File: src/hdl/asq_pkg.sv
// constants and types shared by the conversion sequencer files
`default_nettype none
package asq_pkg;
	// ----------------------------------------------------------
	// bus and widths
	// ----------------------------------------------------------
	localparam int ADDR_W = 8;
	localparam int DATA_W = 32;
	localparam int N_PINS = 16;
	localparam int RES_W = 10;
	localparam logic [7:0] OFF_CTRL0 = 8'h00;
	localparam logic [7:0] OFF_CTRL1 = 8'h04;
	localparam logic [7:0] OFF_STAT = 8'h08;
	localparam logic [7:0] OFF_RES_LO = 8'h0C;
	localparam logic [7:0] OFF_RES_HI = 8'h10;
	localparam logic [7:0] OFF_PORT = 8'h14;
	// ----------------------------------------------------------
	// field positions
	// ----------------------------------------------------------
	localparam int B_ON = 0;
	localparam int B_GO = 2;
	localparam int F_CHAN = 4;
	localparam int B_VREF = 0;
	localparam int F_PCFG = 1;
	localparam int B_FMT = 5;
	localparam int F_CSEL = 6;
	localparam int B_DONE = 0;
	localparam int B_IE = 1;
	// ----------------------------------------------------------
	// reset values
	// ----------------------------------------------------------
	localparam logic RST_HOLD = 1'b1;
	localparam logic RST_ACQ = 1'b1;
	// ----------------------------------------------------------
	// clock select and timing
	// ----------------------------------------------------------
	localparam logic [1:0] CSEL_OSC8 = 2'h0;
	localparam logic [1:0] CSEL_OSC32 = 2'h1;
	localparam logic [1:0] CSEL_OSC64 = 2'h2;
	localparam logic [1:0] CSEL_RC = 2'h3;
	localparam logic [7:0] TAD_DIV8 = 8'h08;
	localparam logic [7:0] TAD_DIV32 = 8'h20;
	localparam logic [7:0] TAD_DIV64 = 8'h40;
	localparam int CLK_HZ = 40000000;
	localparam int TAD_MIN_NS = 1600;
	localparam int TAD_MIN_CYCLES = (TAD_MIN_NS * (CLK_HZ / 1000000) + 999) / 1000;
	localparam logic [2:0] TCY_OSC = 3'h4;
	localparam logic [3:0] CONV_LAST_TAD = 4'hB;
	localparam logic [3:0] TADS_PER_CONV = 4'hC;
	localparam logic [3:0] POST_TADS = 4'h2;
	localparam logic [1:0] Q4_PHASE = 2'h3;
	// ----------------------------------------------------------
	// sequencer states
	// ----------------------------------------------------------
	typedef enum logic [5:0] {
		S_IDLE = 6'h01,
		S_DELAY = 6'h02,
		S_SEG = 6'h04,
		S_CONV = 6'h08,
		S_FINISH = 6'h10,
		S_POST = 6'h20
	} asq_state_e;
endpackage : asq_pkg
`default_nettype wire

File: src/hdl/asq_tad_if.sv
// bit period tick carrier between sequencer and divider
`timescale 1ns/1ps
`default_nettype none
interface asq_tad_if;
	logic [1:0] sel;
	logic restart;
	logic tick;
	modport div (input sel, input restart, output tick);
	modport ctl (output sel, output restart, input tick);
endinterface : asq_tad_if
`default_nettype wire

File: src/hdl/asq_tad_div.sv
// conversion bit period divider
`timescale 1ns/1ps
`default_nettype none
module asq_tad_div #(
	parameter logic [7:0] RC_TAD_CYCLES = 8'h50
) (
	// clock and reset
	input wire logic core_clk,
	input wire logic rstn,
	// bit period ticks
	asq_tad_if.div tad
);
	import asq_pkg::*;

	typedef struct packed {
		logic [7:0] cnt;
		logic tick;
	} asq_div_s;

	asq_div_s st;
	asq_div_s next_st;
	logic [7:0] period;

	always_comb begin
		unique case (tad.sel)
			CSEL_OSC8: period = TAD_DIV8;
			CSEL_OSC32: period = TAD_DIV32;
			CSEL_OSC64: period = TAD_DIV64;
			CSEL_RC: period = RC_TAD_CYCLES;
		endcase
		next_st = st;
		next_st.tick = 1'b0;
		if (!rstn) begin
			next_st = '0;
		end else if (tad.restart) begin
			// registered tick: restart edge is the first cycle of the period
			next_st.cnt = 8'h01;
		end else if (st.cnt >= period - 8'h01) begin
			next_st.cnt = 8'h00;
			next_st.tick = 1'b1;
		end else begin
			next_st.cnt = st.cnt + 8'h01;
		end
	end

	always_ff @(posedge core_clk) begin
		st <= next_st;
	end

	assign tad.tick = st.tick;
endmodule : asq_tad_div
`default_nettype wire

File: src/hdl/asq_sync.sv
// three-stage input synchroniser with agreement filter
`timescale 1ns/1ps
`default_nettype none
module asq_sync #(
	parameter int W = 1
) (
	// clock and reset
	input wire logic core_clk,
	input wire logic rstn,
	// raw and filtered levels
	input wire logic [W-1:0] d,
	output logic [W-1:0] q
);
	typedef struct packed {
		logic [W-1:0] s1;
		logic [W-1:0] s2;
		logic [W-1:0] s3;
		logic [W-1:0] q;
	} asq_sync_s;

	asq_sync_s st;
	asq_sync_s next_st;
	logic [W-1:0] agree;

	always_comb begin
		next_st.s1 = d;
		next_st.s2 = st.s1;
		next_st.s3 = st.s2;
		agree = ~(st.s2 ^ st.s3);
		next_st.q = (st.s2 & agree) | (st.q & ~agree);
		if (!rstn) begin
			next_st = '0;
		end
	end

	always_ff @(posedge core_clk) begin
		st <= next_st;
	end

	assign q = st.q;

endmodule : asq_sync
`default_nettype wire

File: src/hdl/asq_adc_seq.sv
// conversion sequencer top with apb register file
`timescale 1ns/1ps
`default_nettype none
module asq_adc_seq #(
	parameter logic [7:0] RC_TAD_CYCLES = 8'h50
) (
	// clock and reset
	input wire logic core_clk,
	input wire logic rstn,
	// apb slave
	input wire logic psel,
	input wire logic penable,
	input wire logic pwrite,
	input wire logic [asq_pkg::ADDR_W-1:0] paddr,
	input wire logic [asq_pkg::DATA_W-1:0] pwdata,
	output logic [asq_pkg::DATA_W-1:0] prdata,
	output logic pready,
	output logic pslverr,
	// pins and comparator
	input wire logic [asq_pkg::N_PINS-1:0] pin_level,
	input wire logic [asq_pkg::N_PINS-1:0] pin_dir,
	input wire logic [asq_pkg::N_PINS-1:0] pin_drive,
	input wire logic cmp_above,
	// analog front end control
	output logic [asq_pkg::RES_W-1:0] dac_code,
	output logic [3:0] chan_sel,
	output logic hold_connect,
	output logic acq_active,
	output logic converter_powered,
	output logic vref_external,
	// system
	input wire logic sleep_mode,
	output logic wake_req,
	output logic irq
);
	import asq_pkg::*;

	// ----------------------------------------------------------
	// state
	// ----------------------------------------------------------
	typedef struct packed {
		asq_state_e state;
		logic on;
		logic go;
		logic [3:0] chan;
		logic [1:0] csel;
		logic fmt;
		logic [2:0] pcfg;
		logic vref;
		logic done;
		logic ie;
		logic [15:0] result;
		logic [9:0] sar;
		logic [3:0] tad_cnt;
		logic [2:0] dly_cnt;
		logic [1:0] q_phase;
		logic sleep_off;
		logic powered;
		logic wake;
		logic irq;
		logic hold;
		logic acq;
		logic pready;
		logic pslverr;
		logic [31:0] prdata;
	} asq_seq_s;

	localparam asq_seq_s ST_RST = '{state: S_IDLE, hold: RST_HOLD, acq: RST_ACQ, default: '0};

	asq_seq_s st;
	asq_seq_s next_st;
	asq_tad_if tad ();
	logic [N_PINS:0] sync_q;
	logic [N_PINS-1:0] analog_mask;
	logic acc;
	logic wr;
	logic busy;
	logic abort;
	logic done_set;
	logic hit;
	logic cmp_bit;
	logic [7:0] rd_byte;
	logic [3:0] n_tick;
	logic [3:0] bidx;
	logic [15:0] just;

	// ----------------------------------------------------------
	// helpers
	// ----------------------------------------------------------
	asq_tad_div #(
		.RC_TAD_CYCLES(RC_TAD_CYCLES)
	) u_div (
		.core_clk(core_clk),
		.rstn(rstn),
		.tad(tad)
	);

	asq_sync #(
		.W(N_PINS + 1)
	) u_sync (
		.core_clk(core_clk),
		.rstn(rstn),
		.d({cmp_above, pin_level}),
		.q(sync_q)
	);

	// analog pins per configuration, both groups of eight
	for (genvar i = 0; i < N_PINS; i++) begin : g_mask
		localparam logic [3:0] POS = 4'(i % 8);
		assign analog_mask[i] = (st.pcfg != 3'h7) && (POS < (4'h8 - {1'b0, st.pcfg}));
	end

	assign tad.sel = st.csel;

	// ----------------------------------------------------------
	// next state
	// ----------------------------------------------------------
	always_comb begin
		next_st = st;
		tad.restart = 1'b0;
		done_set = 1'b0;
		abort = 1'b0;
		n_tick = st.tad_cnt + 4'h1;
		bidx = 4'hB - n_tick;
		acc = psel && penable;
		wr = acc && st.pready && pwrite;
		busy = (st.state == S_DELAY) || (st.state == S_SEG) || (st.state == S_CONV)
			|| (st.state == S_FINISH);
		// drive level of an output channel, analog level otherwise
		cmp_bit = pin_dir[st.chan] ? sync_q[N_PINS] : pin_drive[st.chan];
		just = st.fmt ? {6'h00, st.sar} : {st.sar, 6'h00};
		hit = 1'b1;
		unique case (paddr)
			OFF_CTRL0: rd_byte = {st.chan, 1'b0, st.go, 1'b0, st.on};
			OFF_CTRL1: rd_byte = {st.csel, st.fmt, 1'b0, st.pcfg, st.vref};
			OFF_STAT: rd_byte = {6'h00, st.ie, st.done};
			OFF_RES_LO: rd_byte = st.result[7:0];
			OFF_RES_HI: rd_byte = st.result[15:8];
			OFF_PORT: rd_byte = 8'h00;
			default: begin
				rd_byte = 8'h00;
				hit = 1'b0;
			end
		endcase
		next_st.q_phase = st.q_phase + 2'h1;
		next_st.wake = 1'b0;
		next_st.pready = 1'b0;
		next_st.pslverr = 1'b0;
		if (acc && !st.pready) begin
			next_st.pready = 1'b1;
			next_st.pslverr = !hit;
			if (paddr == OFF_PORT) begin
				next_st.prdata = {16'h0000, sync_q[N_PINS-1:0] & ~analog_mask};
			end else begin
				next_st.prdata = {24'h000000, rd_byte};
			end
		end
		// register writes
		if (wr && paddr == OFF_CTRL0) begin
			next_st.on = pwdata[B_ON];
			next_st.chan = pwdata[F_CHAN +: 4];
			if (!pwdata[B_GO] && busy) begin
				abort = 1'b1;
			end
			if (!pwdata[B_ON] && busy) begin
				abort = 1'b1;
			end
		end
		if (wr && paddr == OFF_CTRL1) begin
			next_st.csel = pwdata[F_CSEL +: 2];
			next_st.fmt = pwdata[B_FMT];
			next_st.pcfg = pwdata[F_PCFG +: 3];
			next_st.vref = pwdata[B_VREF];
		end
		if (wr && paddr == OFF_STAT) begin
			next_st.ie = pwdata[B_IE];
			if (!pwdata[B_DONE]) begin
				next_st.done = 1'b0;
			end
		end
		if (wr && !st.on && paddr == OFF_RES_LO) begin
			next_st.result[7:0] = pwdata[7:0];
		end
		if (wr && !st.on && paddr == OFF_RES_HI) begin
			next_st.result[15:8] = pwdata[7:0];
		end
		if (!sleep_mode) begin
			next_st.sleep_off = 1'b0;
		end
		// sequencer
		unique case (st.state)
			S_IDLE: begin
				// on must already be set before the start write
				if (wr && paddr == OFF_CTRL0 && pwdata[B_GO] && st.on) begin
					next_st.go = 1'b1;
					next_st.acq = 1'b0;
					next_st.dly_cnt = 3'h0;
					tad.restart = 1'b1;
					next_st.state = (st.csel == CSEL_RC) ? S_DELAY : S_SEG;
				end
			end
			S_DELAY: begin
				next_st.dly_cnt = st.dly_cnt + 3'h1;
				if (st.dly_cnt == TCY_OSC - 3'h1) begin
					tad.restart = 1'b1;
					next_st.state = S_SEG;
				end
			end
			S_SEG: begin
				if (tad.tick) begin
					next_st.state = S_CONV;
					next_st.hold = 1'b0;
					next_st.tad_cnt = 4'h0;
					next_st.sar = 10'h000;
				end
			end
			S_CONV: begin
				if (tad.tick) begin
					next_st.tad_cnt = n_tick;
					if (n_tick == 4'h1) begin
						next_st.sar[9] = 1'b1;
					end else begin
						next_st.sar[bidx] = cmp_bit;
						if (n_tick != CONV_LAST_TAD) begin
							next_st.sar[bidx - 4'h1] = 1'b1;
						end
					end
					if (n_tick == CONV_LAST_TAD) begin
						next_st.state = S_FINISH;
					end
				end
			end
			S_FINISH: begin
				if (st.q_phase == Q4_PHASE) begin
					next_st.result = just;
					next_st.go = 1'b0;
					done_set = 1'b1;
					next_st.hold = 1'b1;
					next_st.state = S_POST;
					next_st.tad_cnt = 4'h0;
					tad.restart = 1'b1;
					if (sleep_mode && st.ie) begin
						next_st.wake = 1'b1;
					end else if (sleep_mode) begin
						next_st.sleep_off = 1'b1;
					end
				end
			end
			S_POST: begin
				if (tad.tick) begin
					next_st.tad_cnt = n_tick;
					if (n_tick == POST_TADS) begin
						next_st.state = S_IDLE;
						next_st.acq = 1'b1;
					end
				end
			end
		endcase
		if (sleep_mode && busy && st.csel != CSEL_RC) begin
			abort = 1'b1;
			next_st.sleep_off = 1'b1;
		end
		if (abort && !done_set) begin
			next_st.go = 1'b0;
			next_st.state = S_POST;
			next_st.tad_cnt = 4'h0;
			next_st.hold = 1'b1;
			next_st.acq = 1'b0;
			next_st.result = st.result;
			tad.restart = 1'b1;
		end
		if (done_set) begin
			next_st.done = 1'b1;
		end
		next_st.irq = next_st.done && next_st.ie;
		next_st.powered = next_st.on && !next_st.sleep_off;
		if (!rstn) begin
			next_st = ST_RST;
			next_st.result = st.result;
		end
	end

	always_ff @(posedge core_clk) begin
		st <= next_st;
	end

	// ----------------------------------------------------------
	// outputs
	// ----------------------------------------------------------
	assign prdata = st.prdata;
	assign pready = st.pready;
	assign pslverr = st.pslverr;
	assign dac_code = st.sar;
	assign chan_sel = st.chan;
	assign hold_connect = st.hold;
	assign acq_active = st.acq;
	assign converter_powered = st.powered;
	assign vref_external = st.vref;
	assign wake_req = st.wake;
	assign irq = st.irq;

	// ----------------------------------------------------------
	// checks
	// ----------------------------------------------------------
	logic [3:0] ticks_seen;
	logic [7:0] wd_q;
	logic in_delay;
	logic in_seg;

	assign in_delay = (st.state == S_DELAY);
	assign in_seg = (st.state == S_SEG);

	always_ff @(posedge core_clk) begin
		wd_q <= pwdata[7:0];
		if (!rstn || st.state == S_IDLE) begin
			ticks_seen <= 4'h0;
		end else if (tad.tick && !in_delay && ticks_seen != 4'hF) begin
			ticks_seen <= ticks_seen + 4'h1;
		end
	end
endmodule : asq_adc_seq
`default_nettype wire

File: config.mk
export PLATFORM = sky130hd
export DESIGN_NAME = asq_adc_seq
export DESIGN_NICKNAME = d
export VERILOG_FILES = /design/src/hdl/asq_pkg.sv /design/src/hdl/asq_tad_if.sv /design/src/hdl/asq_tad_div.sv /design/src/hdl/asq_sync.sv /design/src/hdl/asq_adc_seq.sv
export SDC_FILE = /design/constraint.sdc
export NUM_CORES = 1
export LEC_CHECK = 0
export ABC_AREA = 0
export BUFFER_PORTS_ARGS = -buffer_cell sky130_fd_sc_hd__buf_2
export CAP_MARGIN = 15
export CELL_PAD_IN_SITES_DETAIL_PLACEMENT = 0
export CELL_PAD_IN_SITES_GLOBAL_PLACEMENT = 2
export CORE_ASPECT_RATIO = 0.75
export CORE_UTILIZATION = 36
export CTS_CLUSTER_SIZE = 25
export DETAILED_ROUTE_END_ITERATION = 6
export GPL_ROUTABILITY_DRIVEN = 0
export PLACE_DENSITY_LB_ADDON = 0.1
export RECOVER_POWER = 100
export SYNTH_ARGS = -nofsm -noshare
export SYNTH_HDL_FRONTEND = slang
export SYNTH_SLANG_ARGS = --single-unit
File: constraint.sdc
create_clock -name core_clk -period 5.5 [get_ports core_clk]
set_clock_uncertainty 0.05 [all_clocks]
set_input_delay 0.275 -clock core_clk [delete_from_list [all_inputs] [get_ports core_clk]]
set_output_delay 0.275 -clock core_clk [all_outputs]
set_load 0.05 [all_outputs]
# Yosys cells after proc, flatten, opt, wreduce, memory -nomap -nowiden
# Cells that the tools add are included.
[op_classes]
n_addsub = 8
multipliers = 0
div_mod_pow = 0
order_cmp = 14
eq_ne = 39
n_shift = 0
muxes = 77
n_bitwise = 11
reduce_logical = 64
[ops]
columns = ["cell", "n"]
rows = [
  ["16-bit 2-to-1 mux", 4],
  ["6-bit 2-to-1 mux", 9],
  ["8-bit case mux with 5 select lines", 1],
  ["1-bit 2-to-1 mux", 37],
  ["6-bit case mux with 6 select lines", 1],
  ["17-bit AND", 2],
  ["34-bit 2-to-1 mux", 1],
  ["17-bit inverter", 2],
  ["8-bit case mux with 4 select lines", 1],
  ["1-bit logical AND", 30],
  ["14-bit 2-to-1 mux", 2],
  ["10-bit case mux with 2 select lines", 1],
  ["17-bit bitwise OR", 1],
  ["17-bit XOR", 1],
  ["16-bit AND", 1],
  ["8-bit by 4-bit equality test with 1-bit output, second input constant", 2],
  ["8-bit by 5-bit equality test with 1-bit output, second input constant", 2],
  ["3-bit by 4-bit < comparator with 1-bit output, first input constant", 4],
  ["8-bit 2-to-1 mux", 2],
  ["16-bit inverter", 1],
  ["4-bit case mux with 4 select lines", 1],
  ["8-bit AND reduction", 2],
  ["4-bit by 5-bit < comparator with 1-bit output, second input constant", 3],
  ["3-bit by 1-bit != test with 1-bit output, second input constant", 5],
  ["57 further kinds", 97],
]
[totals]
ff_bits = 173
latch_bits = 0
ram_bits = 0
rom_bits = 0
inputBits = 95
output_inout_bits = 54
wordCells = 246
mem_count = 0

# Logic depth before layout (Yosys ltp)
# Gate-level depths: netlist of run 1.
[depth]
depth_word = 12
ltp_mapped = 10

# Hierarchy
# A second synthesis of run 1 with hierarchy kept.
[unflattened]
cells_unflattened = 848
area_unflattened_um2 = 7853.8
[by_module_without_submodules]
columns = ["module", "instances", "cells_each", "area_per_inst_um2", "seq_area_each_um2"]
rows = [
  ["asq_adc_seq", 1, 591, 5161.2, 1761.7],
  ["asq_sync", 1, 196, 2144.6, 1361.3],
  ["asq_tad_div", 1, 61, 548.0, 180.2],
]

# Worst setup path before layout of run 1
# Ideal clock, no wire load.
[synth_path]
kind = "reg-to-reg"
from = "register st[45] (netlist name)"
to = "register st, in the netlist dac_code[2]"
setup_ps = 75
t_arrival_ps = 2543
t_required_ps = 5375
setup_slack_ps = 2831
path_stages_with_launch = 10
n_path_buf = 0
period_less_slack_ps = 2669
cell_sequence = "dfxtp_1 > ha_1 > xor2_1 > inv_1 > ha_1 > and2_0 > or4_4 > nor2_8 > nand4_4 > o22ai_1"
[synth_between]
elab_chain_len = 12
elab_cells_between_ends = 23
classes_between = "add/sub (3); order compare (4); eq/ne (3); mux (9); bitwise (1); reduce/logical (3)"
[synth_lines]
columns = ["item", "line_no", "text"]
rows = [
  ["start, declared", "asq_adc_seq.sv:70", "asq_seq_s st;"],
  ["start signal, assigned", "asq_adc_seq.sv:284", "st <= next_st;"],
  ["4-bit by 1-bit adder with 4-bit output *", "asq_adc_seq.sv:123", "n_tick = st.tad_cnt + 4'h1;"],
  ["4-bit subtractor", "asq_adc_seq.sv:124", "bidx = 4'hB - n_tick;"],
  ["4-bit by 1-bit subtractor with 4-bit output, or another cell as far along", "asq_adc_seq.sv:225", "next_st.sar[bidx - 4'h1] = 1'b1;"],
  ["4-bit by 5-bit < comparator with 1-bit output (not written as such), or another cell as far along", "asq_adc_seq.sv:225", ""],
  ["1-bit logical AND (not written as such) / 1-bit 2-to-1 mux (equally long branches)", "asq_adc_seq.sv:225, asq_adc_seq.sv:223", ""],
  ["1-bit 2-to-1 mux (not written as such) / 1-bit demux with 4-bit select (equally long branches)", "asq_adc_seq.sv:225, asq_adc_seq.sv:223", ""],
  ["1-bit demux with 4-bit select / 10-bit bitwise mux (equally long branches)", "asq_adc_seq.sv:225, asq_adc_seq.sv:223", ""],
  ["10-bit bitwise OR (no line)", "n/a", ""],
  ["10-bit 2-to-1 mux", "asq_adc_seq.sv:224", "if (n_tick != CONV_LAST_TAD) begin"],
  ["9-bit 2-to-1 mux", "asq_adc_seq.sv:220", "if (n_tick == 4'h1) begin"],
  ["14-bit 2-to-1 mux", "asq_adc_seq.sv:218", "if (tad.tick) begin"],
  ["10-bit case mux with 2 select lines", "asq_adc_seq.sv:191", "unique case (st.state)"],
]
# Every way passes the cells marked *; elsewhere a longest branch is shown, timed or not. The select of a mux whose other input is x is not followed.
# A chain may end at the register's enable or synchronous reset.

# Worst setup path in the final report of run 1
[layout_path]
from = "register st[90] (netlist name)"
to = "register st[72] (netlist name) (enable)"
[layout_between]
elab_chain_len = 12
elab_cells_between_ends = 20
classes_between = "eq/ne (4); mux (5); bitwise (1); reduce/logical (10)"
[layout_lines]
columns = ["item", "line_no", "text"]
rows = [
  ["6-bit by 2-bit equality test with 1-bit output / 6-bit by 3-bit equality test with 1-bit output (equally long branches)", "asq_adc_seq.sv:127", "busy = (st.state == S_DELAY) || (st.state == S_SEG) || (st.state == S_CONV)"],
  ["1-bit logical OR (2 in series)", "asq_adc_seq.sv:127", ""],
  ["1-bit logical OR", "asq_adc_seq.sv:128", "|| (st.state == S_FINISH);"],
  ["1-bit logical AND", "asq_adc_seq.sv:162", "if (!pwdata[B_GO] && busy) begin"],
  ["1-bit 2-to-1 mux", "asq_adc_seq.sv:162", ""],
  ["1-bit 2-to-1 mux", "asq_adc_seq.sv:165", "if (!pwdata[B_ON] && busy) begin"],
  ["1-bit 2-to-1 mux", "asq_adc_seq.sv:159", "if (wr && paddr == OFF_CTRL0) begin"],
  ["1-bit 2-to-1 mux", "asq_adc_seq.sv:259", "if (sleep_mode && busy && st.csel != CSEL_RC) begin"],
  ["1-bit logical AND *", "asq_adc_seq.sv:263", "if (abort && !done_set) begin"],
  ["1-bit inverter (no line) *", "n/a", ""],
  ["2-bit AND reduction (no line) *", "n/a", ""],
]
# Every way passes the cells marked *; elsewhere a longest branch is shown, timed or not.

==> flow_metrics.env, run 1 <==
export IMPL_post_synth_top_area_fraction_pct=36.3
export IMPL_grt_pass1_wl_um=32700
export IMPL_clock_latency_ns=0.42
export IMPL_final_core_util_pct=42.1
export IMPL_detail_route_antenna_nets=0
export IMPL_timing_final_max_slew_violations=39
export IMPL_regArea_mm2=0.00330
export IMPL_synth_most_common_cell="dfxtp_1"
export IMPL_antenna_cells=0
export IMPL_drv_cap=2
export IMPL_relSlewSlack_pct=-41.0
export IMPL_hold_violations=0
export IMPL_dieArea_mm2=0.0222
export IMPL_io_buffer_count=108
export IMPL_fin_nets=1043
export IMPL_multi_input_area_mm2=0.00386
export IMPL_ys_top_cells_by_area="dfxtp_1 (36%), edfxtp_1 (6.2%), mux2i_1 (4.8%)"
export IMPL_startpoint_type="flip-flop"
export IMPL_cts_max_level=4
export IMPL_period_minus_slack_ns=3.76
export IMPL_synthAdderAreaFrac_pct=4.34
export IMPL_grt_max_degree=85
export IMPL_yosysTopAreaCell="dfxtp_1"
export IMPL_final_cell_area_mm2=0.00891
export IMPL_dp_slack_ns=2.18
export IMPL_final_setup_tns_ns=0
export IMPL_min_path_type="input pin to flip-flop"
export IMPL_track_usage_pct=19.4
export IMPL_antenna_found_initial=2
export IMPL_violations="capacitance limit, slew limit"
export IMPL_dieHeight_um=129
export IMPL_vias_per_cell=5.17
export IMPL_drtPass1Iterations=5
export IMPL_setup_viol=0
export IMPL_cts_path_max_buffers=2
export IMPL_ys_top_cells_by_count="dfxtp_1 (141), a21oi_1 (68), nand2_1 (67)"
export IMPL_drt_total_wl_um=20800
export IMPL_fillers=2183
export IMPL_crit_path_max_fanout=17
export IMPL_drc=0
export IMPL_fmaxAchievable_ghz=0.266
export IMPL_async_flop_share_pct=0
export IMPL_cp_slowest_cell="nor4_1"
export IMPL_critPathRequiredTime_ns=5.50
export IMPL_ys_seq_elements=157
export IMPL_synth_edf_count=16
export IMPL_chipWidth_um=172
export IMPL_numCtsBuffers=17
export IMPL_timing_final_crit_share_pct=68.4
export IMPL_synthSimpleGateAreaFrac_pct=21.5
export IMPL_cts_sinks=157
export IMPL_clockRootBuffer="clkbuf_16"
export IMPL_synth_top_family_by_area="simple AND/OR/NAND/NOR gates"
export IMPL_ys_seq_area_share_pct=42.4
export IMPL_syn_cell_area_mm2=0.00778
export IMPL_syn_inst=847
export IMPL_rows=46
export IMPL_cp_num_buf_inv=1
export IMPL_status="finished, violations left"
export IMPL_area_growth_pct=14.5
export IMPL_rsz0062_at_grt="no"
export IMPL_cts_tree="done"
export IMPL_power_mw=2.69
export IMPL_cts_clk_slew_worst_paths_ns=0.07
export IMPL_synthXorXnorAreaFrac_pct=1.13
export IMPL_setup_slack_ns=1.74
export IMPL_drtIter0Drc=515
export IMPL_synth_compound_area_share_pct=14.7
export IMPL_crit_family="simple AND/OR/NAND/NOR gates"
export IMPL_ios=149
export IMPL_synth_mux_area_share_pct=7.99
export IMPL_cp_arrival_ns=3.76
export IMPL_syn_area_per_cell_um2=9.19
export IMPL_hpwl_um=15200
export IMPL_cp_slowest_stage_delay_ns=0.93
export IMPL_wl_per_cell_um=17.0
export IMPL_powerDensity_mw_per_mm2=302
export IMPL_synthFlopType="dfxtp_1"
export IMPL_vias=6316
export IMPL_final_layout_size_suffix_gt1_share_pct=13.5
export IMPL_globalRoute_totalOverflow=0
export IMPL_tightest_slew_ns=2.10
export IMPL_end_kind="flip-flop"
export IMPL_crit_chain="nor4_1 > and3_1 > a2111o_1 > o21ai_0 > inv_1"
export IMPL_path_class="flip-flop to flip-flop"
export IMPL_leakagePower_nw=3.44
export IMPL_core_area_mm2=0.0212
export IMPL_start_util_pct=36.8
export IMPL_irDropWorstVdd_v=0.000201
export IMPL_synth_distinct_cells=67
export IMPL_grt_pass1_vias=5856
export IMPL_yosys_warnings=0
export IMPL_placed_area_mm2=0.00826
-- cell families after synthesis --
kind of cell / after synthesis
AO/OA/AOI/OAI: 189
XOR/XNOR: 10
adder cells (fa/ha/maj): 27
buffers and inverters: 113
flip-flops: 157
multiplexers: 50
other: 2
AND/OR/NAND/NOR: 299
-- final cells by class --
cell class              count  share of cell area [%]
multi-input cells         592                    43.3
clock buffers              17                    4.77
repair buffers            126                    7.40
clock inverters            15                    2.23
flip-flops and latches    157                    37.1
well taps                 288                    4.04
inverters                  27                    1.14
-- per-stage QoR --
stage | hold WS (ns) | instances
3_5_place_dp | 0.364 | 1175
6_report | 0.0243 | 1222
4_1_cts | 0.000184 | 1221
5_1_grt | 0.0362 | 1222
2_1_floorplan | 0.349 | 862
3_3_place_gp | 0.358 | 1175
-- cells in the final DEF, fill, tap and decap left out, drive strengths merged, types with 4 or more instances in the layout --
cell and n:
mux2i 37, a211oi 4, or3 4, a221oi 6, a22oi 4, o21ai 55, ha 27, a31oi 10
xor2 6, or4 7, conb 17, edfxtp 16, nand4b 6, o31ai 6, dlygate4sd3 15, and3 12
xnor2 4, o211ai 4, a21oi 68, nand4 14, nor2b 11, buf 70, clkbuf 58, nand2b 7
o22ai 4, or2 6, inv 34, nor4 12, clkinv 6, a32oi 5, mux4 9, nor3 7
nor2 52, and2 58, dfxtp 141, mux2 4, nand3 26, nand2 67
-- worst register-to-register path, stage by stage, from the launching register on --
cell and delay [ns]:
dfxtp_1 0.39, nor4_1 0.93, and3_1 0.69, a2111o_1 0.20
o21ai_0 0.38, inv_1 0.74
-- worst paths after layout --
path / slack [ns] / endpoint / start / depth (start not counted)
max: 1.74 / st[72] / st[90] / 5
min: 0.02 / u_sync.st[61] / pin_level[10] / 2
max reg2reg: 1.74 / st[72] / st[90] / 5
min reg2reg: 0.37 / st[40] / st[40] / 1
-- repair_timing --
item / in CTS / in global routing
setup buffers: 0 / 0
hold buffers: 14 / 1
endpoints found under the hold margin: 14 / 1
gates resized for setup: 0 / 0
-- where the power goes --
group | leakage (nW) | internal, mW | switching (mW)
Sequential | 1.30 | 1.20 | 0.0309
Clock | 0.300 | 0.661 | 0.555
Combinational | 1.84 | 0.0884 | 0.156
-- metal layers --
layer / share of wire, % / vias up / track usage, %
met1: 52 / 3034 / 29.4
met2: 42 / 158 / 27.8
li1: - / 3110 / -
met5: 0.11 / - / 0
met3: 4.9 / 10 / 4.18
met4: 0.57 / 4 / 4.53
No activity file was read; power rests on OpenSTA's default activity.
==> run 2: changes to the inputs <==
--- a/config.mk
+++ b/config.mk
@@ -11,7 +11,7 @@
 export CELL_PAD_IN_SITES_DETAIL_PLACEMENT = 0
 export CELL_PAD_IN_SITES_GLOBAL_PLACEMENT = 2
 export CORE_ASPECT_RATIO = 0.75
-export CORE_UTILIZATION = 36
+export CORE_UTILIZATION = 34
 export CTS_CLUSTER_SIZE = 25
 export DETAILED_ROUTE_END_ITERATION = 6
 export GPL_ROUTABILITY_DRIVEN = 0
==> constraint.sdc (replaced) <==
create_clock -name core_clk -period 3.5 [get_ports core_clk]
set_clock_uncertainty 0.05 [all_clocks]
set_input_delay 0.175 -clock core_clk [delete_from_list [all_inputs] [get_ports core_clk]]
set_output_delay 0.175 -clock core_clk [all_outputs]
set_load 0.05 [all_outputs]
==> flow_metrics.env, run 2 (synthesis results as in run 1) <==
export IMPL_rows=47
export IMPL_area_growth_pct=16.2
export IMPL_rsz0062_at_grt="no"
export IMPL_antenna_found_initial=3
export IMPL_cts_tree="done"
export IMPL_path_class="flip-flop to flip-flop"
export IMPL_min_path_type="input pin to flip-flop"
export IMPL_status="finished, violations left"
export IMPL_drt_total_wl_um=21600
export IMPL_ios=149
export IMPL_drc=0
export IMPL_irDropWorstVdd_v=0.000309
export IMPL_grt_pass1_wl_um=34100
export IMPL_timing_final_crit_share_pct=90.1
export IMPL_final_common_cell="dfxtp_1"
export IMPL_timing_final_max_slew_violations=125
export IMPL_cts_path_max_buffers=2
export IMPL_fin_nets=1056
export IMPL_hold_violations=0
export IMPL_r2r_start="st[45]"
export IMPL_final_setup_tns_ns=0
export IMPL_dieHeight_um=133
export IMPL_track_usage_pct=18.8
export IMPL_end_kind="flip-flop"
export IMPL_detail_route_antenna_nets=0
export IMPL_cp_arrival_ns=3.43
export IMPL_io_buffer_count=108
export IMPL_tightest_slew_ns=2.29
export IMPL_leakagePower_nw=3.49
export IMPL_fillers=2266
export IMPL_final_cells=1242
export IMPL_clock_latency_ns=0.43
export IMPL_placed_area_mm2=0.00831
export IMPL_powerDensity_mw_per_mm2=470
export IMPL_cts_sinks=157
export IMPL_vias=6381
export IMPL_start_util_pct=34.9
export IMPL_numCtsBuffers=17
export IMPL_grt_pass1_vias=6135
export IMPL_cts_max_level=4
export IMPL_relSlewSlack_pct=-52.9
export IMPL_grt_max_degree=83
export IMPL_drtIter0Drc=416
export IMPL_layout_common_cells="dfxtp_1 (141), a21oi_1 (68), buf_2 (68), nand2_1 (67)"
export IMPL_wl_per_cell_um=17.4
export IMPL_clockRootBuffer="clkbuf_16"
export IMPL_core_area_mm2=0.0223
export IMPL_cts_clk_slew_worst_paths_ns=0.07
export IMPL_dieArea_mm2=0.0235
export IMPL_startpoint_type="flip-flop"
export IMPL_final_cell_area_mm2=0.00905
export IMPL_dp_cells=1187
export IMPL_critPathRequiredTime_ns=3.78
export IMPL_drv_cap=2
export IMPL_globalRoute_totalOverflow=0
export IMPL_crit_path_max_fanout=9
export IMPL_vias_per_cell=5.14
export IMPL_period_minus_slack_ns=3.15
export IMPL_final_layout_size_suffix_gt1_share_pct=13.9
export IMPL_drtPass1Iterations=4
export IMPL_violations="capacitance limit, slew limit"
export IMPL_crit_start="st[45]"
export IMPL_hpwl_um=15700
export IMPL_setup_viol=0
export IMPL_hp_start="pwdata[1]"
export IMPL_fmaxAchievable_ghz=0.317
export IMPL_chipWidth_um=177
## run 2: cell count changes in the layout (fill, tap and decap cells not counted), moves of 2 or more
cell,before,now
dlygate4sd3_1,15,22
buf_4,2,5
o21ai_0,55,52
clkbuf_1,41,43
o21ai_2,0,2
## run 2: power breakdown
part,switching [mW],internal (mW),total [mW]
logic,0.251,0.149,0.400
clock network,0.883,1.04,1.92
registers,0.0508,1.88,1.93
total,1.18,3.07,4.25
## run 2: repair_timing
item / 4_1_cts / 5_1_grt
hold buffers: 22 / 0
resized for setup: 0 / 0
endpoints found under the hold margin: 23 / 0
buffers inserted: 0 / 0
## run 2: layout make-up
class                           count  area (um2)  share of cell area, %
Tap cell                          294         368                   4.07
Clock inverter                     15         196                   2.17
Multi-Input combinational cell    592        3890                   43.0
Antenna cell                        1        2.50                 0.0277
Clock buffer                       17         425                   4.70
Timing Repair Buffer              139         764                   8.45
Sequential cell                   157        3300                   36.5
Inverter                           27         101                   1.12
## run 2: through the flow
stage | hold slack [ns] | total power, mW | worst slack, ns | utilization, %
5_1_grt | 0.00579 | 4.43 | 0.0453 | 40.6
2_1_floorplan | 0.251 | 2.26 | 0.831 | -
3_5_place_dp | 0.333 | 2.36 | 0.407 | 37.3
3_3_place_gp | 0.329 | 2.36 | 0.574 | 37.3
6_report | 0.0180 | 4.25 | 0.345 | 40.6
4_1_cts | 0.00256 | 4.31 | 0.380 | 41.1
## run 2: worst paths after layout
check                end  slack [ns]  depth (start not counted)
setup reg to reg  st[92]        0.35                          9
hold reg to reg   st[40]        0.37                          1
setup / recovery  st[92]        0.35                          9
hold / removal    st[78]        0.02                          3
## run 2: metal layers
metal / part of all wire (%) / global-route usage [%]
met5: 0.14 / 0
met4: 0.31 / 3.30
met3: 4.8 / 4.28
met2: 42 / 27.6
met1: 52 / 28.0
## run 2: worst max-delay path: stages, from the launching register on
cell and delay (ns):
dfxtp_1 0.47, ha_1 0.35, xor2_1 0.13, inv_1 0.12, ha_1 0.35, and3_1 0.25
o22ai_1 0.12, a2111oi_0 0.71, nand2_1 0.17, a221oi_1 0.32
